<file path="src/logic/tcm_pkg.sv">
// constants, register map and carrier types for the timer compare control
// assumes an 8-bit register port and external 8-bit counter halves
package tcm_pkg;

    // ==========================================================
    // register map (word index on the register port)
    localparam logic [1:0] TCM_ADDR_CONTROL = 2'h0;
    localparam logic [1:0] TCM_ADDR_STATUS  = 2'h1;
    localparam logic [1:0] TCM_ADDR_CMP_HI  = 2'h2;
    localparam logic [1:0] TCM_ADDR_CMP_LO  = 2'h3;

    // ==========================================================
    // reset values and the counter top value
    localparam logic [7:0] TCM_CMP_RESET    = 8'hFF;
    localparam logic [7:0] TCM_CTRL_RESET   = 8'h00;
    localparam logic [7:0] TCM_STATUS_RESET = 8'h00;
    localparam logic [7:0] TCM_COUNT_TOP    = 8'hFF;
    localparam logic [7:0] TCM_READ_ZERO    = 8'h00;

    // ==========================================================
    // status field positions
    localparam int TCM_ST_OVF_HI  = 7;
    localparam int TCM_ST_CMF_HI  = 6;
    localparam int TCM_ST_OVIE_HI = 5;
    localparam int TCM_ST_CCLR_HI = 4;
    localparam int TCM_ST_OVF_LO  = 3;
    localparam int TCM_ST_CMF_LO  = 2;
    localparam int TCM_ST_OVIE_LO = 1;
    localparam int TCM_ST_CCLR_LO = 0;
    localparam int TCM_NUM_FLAGS  = 4;
    localparam int TCM_FLAG_POS [TCM_NUM_FLAGS] = '{7, 6, 3, 2};

    // ==========================================================
    // clock select codes (low two bits once the msb is set)
    localparam logic [1:0] TCM_DIV_32 = 2'h0;
    localparam logic [1:0] TCM_DIV_16 = 2'h1;
    localparam logic [1:0] TCM_DIV_4  = 2'h2;
    localparam logic [1:0] TCM_DIV_2  = 2'h3;
    localparam int         TCM_PRE_W  = 5;

    // ==========================================================
    // control register layout, msb first
    typedef struct packed {
        logic       output_level_high;
        logic [2:0] clock_select_high;
        logic       output_level_low;
        logic [2:0] clock_select_low;
    } tcm_ctrl_s;

endpackage

</file>
<file path="src/logic/tcm_timer_compare_control.sv">
// compare values, control and status of a 16-bit / dual 8-bit timer
// assumes external counter halves that increment on tick and zero on clear
`timescale 1ns/1ns

module tcm_timer_compare_control (
    input  wire logic       mclk_i,
    input  wire logic       resetn_i,
    input  wire logic [1:0] addr_i,
    input  wire logic [7:0] wr_data_i,
    input  wire logic       wr_en_i,
    input  wire logic       rd_en_i,
    output logic      [7:0] rd_data_o,
    input  wire logic [7:0] counter_high_i,
    input  wire logic [7:0] counter_low_i,
    input  wire logic       event_input_pin_i,
    input  wire logic       event_edge_select_i,
    output logic            tick_high_o,
    output logic            tick_low_o,
    output logic            clear_high_o,
    output logic            clear_low_o,
    output logic            toggle_pin_high_o,
    output logic            toggle_pin_low_o,
    output logic            irq_request_high_o,
    output logic            irq_request_low_o
);

    // ==========================================================
    // registers
    logic [7:0]                         compare_value_high;
    logic [7:0]                         compare_value_low;
    logic [7:0]                         hold_byte;
    tcm_pkg::tcm_ctrl_s                 timer_control;
    logic [7:0]                         timer_status_control;
    logic [tcm_pkg::TCM_NUM_FLAGS-1:0]  flag_armed;
    logic [tcm_pkg::TCM_PRE_W-1:0]      prescale;
    logic                               event_prev;

    // ==========================================================
    // decode
    logic ctrl_wr;
    logic status_wr;
    logic status_rd;
    logic mode_8bit;

    assign ctrl_wr   = wr_en_i && addr_i == tcm_pkg::TCM_ADDR_CONTROL;
    assign status_wr = wr_en_i && addr_i == tcm_pkg::TCM_ADDR_STATUS;
    assign status_rd = rd_en_i && addr_i == tcm_pkg::TCM_ADDR_STATUS;
    assign mode_8bit = timer_control.clock_select_high[2];

    // ==========================================================
    // rate enables and event edge
    function automatic logic div_tick(input logic [1:0] sel,
                                      input logic [4:0] pre);
        case (sel)
            tcm_pkg::TCM_DIV_32: div_tick = &pre[4:0];
            tcm_pkg::TCM_DIV_16: div_tick = &pre[3:0];
            tcm_pkg::TCM_DIV_4:  div_tick = &pre[1:0];
            tcm_pkg::TCM_DIV_2:  div_tick = pre[0];
            default:             div_tick = 1'b0;
        endcase
    endfunction

    always_ff @(posedge mclk_i or negedge resetn_i)
    begin
        if (!resetn_i)
            prescale <= '0;
        else
            prescale <= prescale + 1'b1;
    end

    always_ff @(posedge mclk_i or negedge resetn_i)
    begin
        if (!resetn_i)
            event_prev <= 1'b0;
        else
            event_prev <= event_input_pin_i;
    end

    logic event_edge;
    assign event_edge = event_edge_select_i
                      ? (event_input_pin_i && !event_prev)
                      : (!event_input_pin_i && event_prev);

    // ==========================================================
    // tick, rollover and match detection
    logic next_tick_low;
    logic next_tick_high;
    logic low_ovf;
    logic high_ovf;
    logic low_hit;
    logic high_hit;
    logic next_clear_high;
    logic next_clear_low;

    always_comb
    begin
        next_tick_low  = timer_control.clock_select_low[2]
                       ? div_tick(timer_control.clock_select_low[1:0],
                                  prescale)
                       : event_edge;
        low_ovf        = next_tick_low
                       && counter_low_i == tcm_pkg::TCM_COUNT_TOP;
        next_tick_high = mode_8bit
                       ? div_tick(timer_control.clock_select_high[1:0],
                                  prescale)
                       : low_ovf;
        high_ovf       = next_tick_high
                       && counter_high_i == tcm_pkg::TCM_COUNT_TOP;
        low_hit        = next_tick_low
                       && counter_low_i == compare_value_low;
        if (mode_8bit)
            high_hit   = next_tick_high
                       && counter_high_i == compare_value_high;
        else
            high_hit   = next_tick_low
                       && {counter_high_i, counter_low_i}
                          == {compare_value_high, compare_value_low};
        next_clear_high = high_hit
                        && timer_status_control[tcm_pkg::TCM_ST_CCLR_HI];
        if (mode_8bit)
            next_clear_low = low_hit
                && timer_status_control[tcm_pkg::TCM_ST_CCLR_LO];
        else
            next_clear_low = next_clear_high;
    end

    always_ff @(posedge mclk_i or negedge resetn_i)
    begin
        if (!resetn_i)
        begin
            tick_high_o  <= 1'b0;
            tick_low_o   <= 1'b0;
            clear_high_o <= 1'b0;
            clear_low_o  <= 1'b0;
        end
        else
        begin
            tick_high_o  <= next_tick_high;
            tick_low_o   <= next_tick_low;
            clear_high_o <= next_clear_high;
            clear_low_o  <= next_clear_low;
        end
    end

    // ==========================================================
    // interrupt request pulses
    always_ff @(posedge mclk_i or negedge resetn_i)
    begin
        if (!resetn_i)
        begin
            irq_request_high_o <= 1'b0;
            irq_request_low_o  <= 1'b0;
        end
        else
        begin
            irq_request_high_o <= high_hit || (high_ovf
                && timer_status_control[tcm_pkg::TCM_ST_OVIE_HI]);
            irq_request_low_o  <= (mode_8bit && low_hit)
                || (low_ovf
                && timer_status_control[tcm_pkg::TCM_ST_OVIE_LO]);
        end
    end

    // ==========================================================
    // toggle outputs, a control write wins over a match
    always_ff @(posedge mclk_i or negedge resetn_i)
    begin
        if (!resetn_i)
        begin
            toggle_pin_high_o <= 1'b0;
            toggle_pin_low_o  <= 1'b0;
        end
        else if (ctrl_wr)
        begin
            toggle_pin_high_o <= wr_data_i[7];
            toggle_pin_low_o  <= wr_data_i[3];
        end
        else
        begin
            if (high_hit)
                toggle_pin_high_o <= !toggle_pin_high_o;
            if (low_hit)
                toggle_pin_low_o  <= !toggle_pin_low_o;
        end
    end

    // ==========================================================
    // control register
    always_ff @(posedge mclk_i or negedge resetn_i)
    begin
        if (!resetn_i)
            timer_control <= tcm_pkg::TCM_CTRL_RESET;
        else if (ctrl_wr)
            timer_control <= wr_data_i;
    end

    // ==========================================================
    // compare values and holding byte
    always_ff @(posedge mclk_i or negedge resetn_i)
    begin
        if (!resetn_i)
        begin
            compare_value_high <= tcm_pkg::TCM_CMP_RESET;
            compare_value_low  <= tcm_pkg::TCM_CMP_RESET;
            hold_byte          <= tcm_pkg::TCM_CMP_RESET;
        end
        else if (wr_en_i && addr_i == tcm_pkg::TCM_ADDR_CMP_HI)
        begin
            if (mode_8bit)
                compare_value_high <= wr_data_i;
            else
                hold_byte <= wr_data_i;
        end
        else if (wr_en_i && addr_i == tcm_pkg::TCM_ADDR_CMP_LO)
        begin
            compare_value_low <= wr_data_i;
            if (!mode_8bit)
                compare_value_high <= hold_byte;
        end
    end

    // ==========================================================
    // status register
    logic [tcm_pkg::TCM_NUM_FLAGS-1:0] flag_set;
    logic [tcm_pkg::TCM_NUM_FLAGS-1:0] flag_bit;
    logic [7:0]                        enable_bits;
    assign flag_set = {high_ovf, high_hit, low_ovf, low_hit};

    always_comb
    begin
        timer_status_control = enable_bits;
        for (int i = 0; i < tcm_pkg::TCM_NUM_FLAGS; i++)
            timer_status_control[tcm_pkg::TCM_FLAG_POS[i]] = flag_bit[i];
    end

    genvar gi;
    generate
        for (gi = 0; gi < tcm_pkg::TCM_NUM_FLAGS; gi++)
        begin : g_flag
            localparam int P = tcm_pkg::TCM_FLAG_POS[gi];
            always_ff @(posedge mclk_i or negedge resetn_i)
            begin
                if (!resetn_i)
                begin
                    flag_bit[gi]            <= 1'b0;
                    flag_armed[gi]          <= 1'b0;
                end
                else if (flag_set[tcm_pkg::TCM_NUM_FLAGS-1-gi])
                begin
                    flag_bit[gi]            <= 1'b1;
                end
                else if (status_wr && !wr_data_i[P] && flag_armed[gi])
                begin
                    flag_bit[gi]            <= 1'b0;
                    flag_armed[gi]          <= 1'b0;
                end
                else if (status_rd && flag_bit[gi])
                begin
                    flag_armed[gi] <= 1'b1;
                end
            end
        end
    endgenerate

    always_ff @(posedge mclk_i or negedge resetn_i)
    begin
        if (!resetn_i)
            enable_bits <= tcm_pkg::TCM_STATUS_RESET;
        else if (status_wr)
            enable_bits <= {2'b00, wr_data_i[5:4], 2'b00, wr_data_i[1:0]};
    end

    // ==========================================================
    // read port
    always_ff @(posedge mclk_i or negedge resetn_i)
    begin
        if (!resetn_i)
            rd_data_o <= tcm_pkg::TCM_READ_ZERO;
        else if (rd_en_i)
        begin
            case (addr_i)
                tcm_pkg::TCM_ADDR_STATUS: rd_data_o <= timer_status_control;
                tcm_pkg::TCM_ADDR_CMP_HI: rd_data_o <= compare_value_high;
                tcm_pkg::TCM_ADDR_CMP_LO: rd_data_o <= compare_value_low;
                default:                  rd_data_o <= tcm_pkg::TCM_READ_ZERO;
            endcase
        end
        else
            rd_data_o <= tcm_pkg::TCM_READ_ZERO;
    end
endmodule // tcm_timer_compare_control

</file>
<file path="config.mk">
export PLATFORM = sky130hd
export DESIGN_NAME = tcm_timer_compare_control
export DESIGN_NICKNAME = d
export VERILOG_FILES = /design/src/logic/tcm_pkg.sv /design/src/logic/tcm_timer_compare_control.sv
export SDC_FILE = /design/constraint.sdc
export NUM_CORES = 1
export LEC_CHECK = 0
export BUFFER_PORTS_ARGS = -buffer_cell sky130_fd_sc_hd__buf_2
export CORE_ASPECT_RATIO = 1.75
export CORE_MARGIN = 5
export CORE_UTILIZATION = 51
export DETAILED_ROUTE_END_ITERATION = 8
export GPL_ROUTABILITY_DRIVEN = 0
export GPL_TIMING_DRIVEN = 0
export HOLD_SLACK_MARGIN = 0.02
export PLACE_DENSITY = 0.84
export SYNTH_ARGS = -nofsm -noshare
export SYNTH_HDL_FRONTEND = slang
export SYNTH_SLANG_ARGS = --single-unit
</file>
<file path="constraint.sdc">
create_clock -name mclk_i -period 2 [get_ports mclk_i]
set_input_delay 0.4 -clock mclk_i [delete_from_list [all_inputs] [get_ports mclk_i]]
set_output_delay 0.4 -clock mclk_i [all_outputs]
set_load 0.01 [all_outputs]
</file>
After elaboration in Yosys (flattened, before gate mapping)
Index checks and enable logic that the tools add are counted.
{"block": "totals", "reg_bits": 64, "latchBits": 0, "ram_bits": 0, "mem_bits_ro": 0, "in_bits": 32, "output_inout_bits": 16, "elab_cells": 144, "memories": 0}
{"block": "op_classes", "add_sub_neg": 1, "n_mul": 0, "n_div": 0, "order_cmp": 0, "n_eq_ne": 16, "n_shift": 0, "muxes": 33, "bitwise": 6, "n_reduce_logical": 63}
{"cell": "two-way mux 8 bit", "n": 5}
{"cell": "logical AND 1 bit", "n": 29}
{"cell": "two-way mux 1 bit", "n": 25}
{"cell": "one-hot mux 8 bit (3 select lines)", "n": 1}
{"cell": "nonzero test 2 bit", "n": 11}
{"cell": "== test 16 bit", "n": 1}
{"cell": "== test 8 bit", "n": 2}
{"cell": "== test 8 bit, second input constant", "n": 2}
{"cell": "AND reduction 2 bit", "n": 7}
{"cell": "== test 2 bit, second input constant", "n": 6}
{"cell": "zero test 1 bit", "n": 8}
{"cell": "one-hot mux 1 bit (4 select lines)", "n": 2}
{"cell": "== test 2 x 1 -> 1 bit, second input constant", "n": 3}
{"cell": "zero test 2 bit", "n": 3}
{"cell": "inverter 1 bit", "n": 6}
{"cell": "adder 5 x 1 -> 5 bit, second input constant", "n": 1}
{"cell": "AND reduction 5 bit", "n": 1}
{"cell": "AND reduction 4 bit", "n": 1}
{"cell": "AND reduction 3 bit", "n": 1}
{"cell": "logical OR 1 bit", "n": 2}
{"cell": "inequality test 2 x 1 -> 1 bit, second input constant", "n": 1}
{"cell": "inequality test 2 bit, second input constant", "n": 1}

Logic depth before layout (Yosys ltp)
{"block": "logic_depth", "ltp_word": 10, "depth_mapped": 8, "depth_no_buf": 8}

Least setup slack after synthesis
Ideal clock, no wire load.
{"block": "synth_path", "kind": "register -> register", "from": "register prescale[0] (netlist name)", "to": "register irq_request_high_o", "setup_time_ps": 120, "arrival_time_ps": 2032, "path_slack_ps": -152, "path_stages_with_launch": 9, "n_path_buf": 0, "synth_period_minus_slack_ps": 2152, "path_cell_list": "dfrtp_1 > ha_1 > and3_2 > ha_1 > nor2b_1 > a211o_1 > and2_1 > o21a_1 > a31o_2"}
{"block": "synth_between", "elab_chain_len": 8}
{"item": "start: declaration", "line_no": "tcm_timer_compare_control.sv:35", "text": "logic [tcm_pkg::TCM_PRE_W-1:0] prescale;"}
{"item": "start signal: assignment", "line_no": "tcm_timer_compare_control.sv:68", "text": "prescale <= prescale + 1'b1;"}
{"item": "AND reduction 5 bit, or another cell as far along", "line_no": "tcm_timer_compare_control.sv:55", "text": "tcm_pkg::TCM_DIV_32: div_tick = &pre[4:0];"}
{"item": "one-hot mux 1 bit (4 select lines)", "line_no": "tcm_timer_compare_control.sv:54", "text": "case (sel)"}
{"item": "two-way mux 1 bit", "line_no": "tcm_timer_compare_control.sv:98", "text": "? div_tick(timer_control.clock_select_low[1:0],"}
{"item": "logical AND 1 bit", "line_no": "tcm_timer_compare_control.sv:102", "text": "&& counter_low_i == tcm_pkg::TCM_COUNT_TOP;"}
{"item": "two-way mux 1 bit", "line_no": "tcm_timer_compare_control.sv:104", "text": "? div_tick(timer_control.clock_select_high[1:0],"}
{"item": "logical AND 1 bit (on tied branches)", "line_no": "tcm_timer_compare_control.sv:113, tcm_timer_compare_control.sv:108"}
{"item": "two-way mux 1 bit or logical AND 1 bit (tied branches)", "line_no": "tcm_timer_compare_control.sv:111, tcm_timer_compare_control.sv:157"}
{"item": "logical OR 1 bit (*)", "line_no": "tcm_timer_compare_control.sv:156", "text": "irq_request_high_o <= high_hit || (high_ovf"}
{"item": "end signal: assignment", "line_no": "tcm_timer_compare_control.sv:156"}
{"item": "end: declaration", "line_no": "tcm_timer_compare_control.sv:23", "text": "output logic irq_request_high_o,"}
Every way passes the cells marked *; elsewhere a longest branch is shown, timed or not.
A chain may end at the register's enable or synchronous reset.

Final worst setup path
Ends and elaborated chain as after synthesis.

==> impl_metrics.py <==
metrics = {
    "outcome": {
        "run_status": "finished clean",
    },
    "global_routing": {
        "grt.total_usage": 0.204,
        "use_met1": 0.208,
        "gr-total-overflow": 0,
        "global_route.peak_usage_layer": "met2",
        "grt.met3_usage": 0.0600,
        "grt_antenna_before_repair": 0,
        "grt.met2_usage": 0.338,
        "largest_net_degree_at_the_start_of_global_routing": 65,
        "grt_first_pass_wirelength_um": 12200,
        "grt_pass1_vias": 2510,
    },
    "synthesis": {
        "area_share_of_the_largest_cell_type_after_synthesis": 0.321,
        "seq_area_frac_synth": 0.523,
        "synth.largest_area_cell": "dfrtp_1",
        "synthDistinctLibCells": 51,
        "post_synth_inst_count": 266,
        "synth.yosys.warnings": 0,
        "syn_area_um2": 3120,
        "synth_top_cells_by_area": "dfrtp_1 32%, dfstp_2 20%, mux2_2 12%, xnor2_1 5.1%, mux2i_1 3.5%",
        "ys_async_sr_fraction": 1.00,
        "syn-mean-instance-area_um2": 11.7,
        "postSynthNetCount": 300,
        "dominantRegCellSynth": "dfrtp_1",
        "synth-edff-count": 0,
        "ys_ff_latch": 64,
    },
    "finish": {
        "layout-drive-gt1-share": 0.419,
        "design_area_um2": 3730,
        "layout.core_utilization": 0.629,
        "fin_nets": 362,
        "antenna-diode-count": 0,
        "flow.area_growth_from_synthesis_pct": 19.6,
    },
    "sta": {
        "timing.final.crit_share": 0.996,
        "worst_margin_pin_slew_ns": 0.767,
        "timing_hold_violations_final": 0,
        "drv_slew": 0,
        "fin_worst_skew_ns": 0.00556,
        "setup_viol": 0,
        "max_clock_freq_mhz": 502,
        "rsz_0062_raised_after_global_routing": "true",
        "slew_headroom": 0.489,
        "layout_min_cycle_time_ns": 1.99,
        "tightest_hold_margin_ns": 0.124,
    },
    "routing": {
        "routed-via-count": 2349,
        "route.detailed.drc": 0,
        "detail_route.vias_per_cell": 5.73,
        "drtAntennaViolNets": 0,
        "wirelength_um": 7360,
        "drt_pre_antenna_iters": 5,
        "drt-initial-drc-count": 105,
        "drt-wirelength-per-cell_um": 17.9,
    },
    "critical_path": {
        "startpoint_type": "flop",
        "crit_path_max_fanout": 4,
        "worst-endpoint-arrival_ns": 2.23,
        "data_required_critical_path_ns": 2.24,
        "worst_setup_path_end_kind": "flop",
        "crit_path_kind": "reg2reg",
        "regToRegSetupSlack_ns": 0.009,
    },
    "power": {
        "leakagePower_nw": 1.66,
        "power.ir.vdd_worst_v": 0.000552,
        "pwr_density_cell_nw_per_um2": 966,
    },
    "die": {
        "num_rows": 37,
        "floorplan.die.height_um": 113,
        "io_pins": 48,
        "start_util": 0.526,
        "die_x_um": 69.1,
        "core_um2": 5930,
        "die-area_um2": 7840,
    },
    "cts": {
        "cts.root.buffer_cell": "clkbuf_8",
        "hold_buffers": 0,
        "tritoncts.num_buffers": 9,
        "cts_tree": "built",
        "clkLatencyLatePin_ns": 0.35,
        "ctsLongestPathBuffers": 2,
        "clock_sink_count": 64,
        "clkSlewWorstSetupHoldPaths_ns": 0.06,
        "htreeDepth": 3,
    },
    "placement": {
        "io_buffers": 46,
        "dpl.hpwl_um": 5520,
        "postPlaceCellArea_um2": 3470,
    },
    "flow_run": {
        "max_cap_viol_count": 0,
    },
    "min_path": {
        "hp-class": "in2async",
    },
}
critical path: stages (launching register included):
cell and delay (ns):
dfrtp_2 0.43, ha_4 0.16, and3_4 0.18, ha_4 0.16
nor2b_4 0.12, a211o_1 0.25, and2_4 0.16, o21a_4 0.22
a31o_4 0.20
layer usage:
layer	routed length [um]	up-vias
li1	-	1085
met1	2680	1141
met2	3780	89
met3	385	34
met4	513	0
met5	0	-
cells in the mapped netlist (2+ instances only):
cell,count
o21ai_0,11
or2_2,2
clkbuf_1,7
ha_1,2
nor2b_1,11
nand3_1,5
nor2_1,9
mux2i_1,11
inv_1,4
mux2_2,33
xnor2_1,18
nand2_1,25
nand4_1,10
dfstp_2,24
dfrtp_1,40
nand3b_1,3
a22oi_1,8
a21oi_1,2
and2_1,4
a211o_1,2
xor2_1,2
a31oi_1,3
nor4_1,2
worst paths after layout:
path | start | to | cells past startpoint
hold / removal | resetn_i | timer_control[2]$_DFFE_PN0P_ | 1
setup reg to reg | prescale[0]$_DFF_PN0_ | irq_request_high_o$_DFF_PN0_ | 8
hold reg to reg | flag_armed[2]$_DFFE_PN0P_ | flag_armed[2]$_DFFE_PN0P_ | 1
min in group mclk_i | event_input_pin_i | event_prev$_DFF_PN0_ | 1
setup / recovery | prescale[0]$_DFF_PN0_ | irq_request_high_o$_DFF_PN0_ | 8
max in group asynchronous | resetn_i | prescale[0]$_DFF_PN0_ | 1
repair_timing:
item | 4_1_cts | 5_1_grt
setup buffers | 5 | 0
pin swaps | 8 | 3
setup endpoints to repair | 12 | 12
resized for setup | 9 | 5
cells in the final DEF (no fill, tap or decap), types with 4 or more instances in the layout:
master | Yosys | final
nand3_1 | 5 | 5
clkbuf_8 | 0 | 11
mux2i_1 | 11 | 10
dfstp_2 | 24 | 24
mux2_2 | 33 | 33
a22oi_1 | 8 | 8
nor2_1 | 9 | 9
buf_4 | 0 | 6
clkbuf_1 | 7 | 11
nor2b_1 | 11 | 10
o21ai_0 | 11 | 9
nand4_1 | 10 | 10
nand2_1 | 25 | 25
dfrtp_1 | 40 | 39
buf_2 | 1 | 46
xnor2_1 | 18 | 18
inv_1 | 4 | 4
stage by stage:
step | worst slack [ns] | power [W] | cells | setup TNS, ns
6_report | 0.00858 | 0.00360 | 410 | 0
3_3_place_gp | -0.141 | 0.00259 | 390 | -1.05
2_1_floorplan | -0.0210 | 0.00236 | 266 | -0.0210
5_1_grt | -0.0848 | 0.00379 | 410 | -0.246
3_5_place_dp | -0.215 | 0.00265 | 390 | -1.61
4_1_cts | -0.0385 | 0.00362 | 410 | -0.0865
report_power, final:
part,switching [W],internal (W)
Sequential,0.000208,0.00166
Combinational,0.000389,0.000398
Clock,0.000440,0.000513
sequential cells by signal, indices dropped and copies added (netlist names), 4 cells and up:
| signal | flops |
|---|---|
| compare_value_high | 8 |
| compare_value_low | 8 |
| timer_control | 5 |
| prescale | 5 |
| rd_data_o | 8 |
| hold_byte | 8 |
| flag_armed | 4 |
| flag_bit | 4 |
| enable_bits | 4 |
logic make-up after synthesis:
family / after synthesis / synth area share
flops: 64 / 0.523
xor+xnor: 20 / 0.0562
compound gates: 43 / 0.0980
fa+ha+maj: 2 / 0.00803
mux: 44 / 0.155
buf+inv: 12 / 0.0149
simple gates: 81 / 0.145
cell type report:
class	instances	area, um^2
Inverter	4	15.0
Timing Repair Buffer	51	270
Buffer	8	31.3
Sequential cell	64	1630
Tap cell	78	97.6
Fill cell	487	2200
Multi-Input combinational cell	190	1510
Clock buffer	15	166
Note: power is estimated with default switching activity, not from simulation.
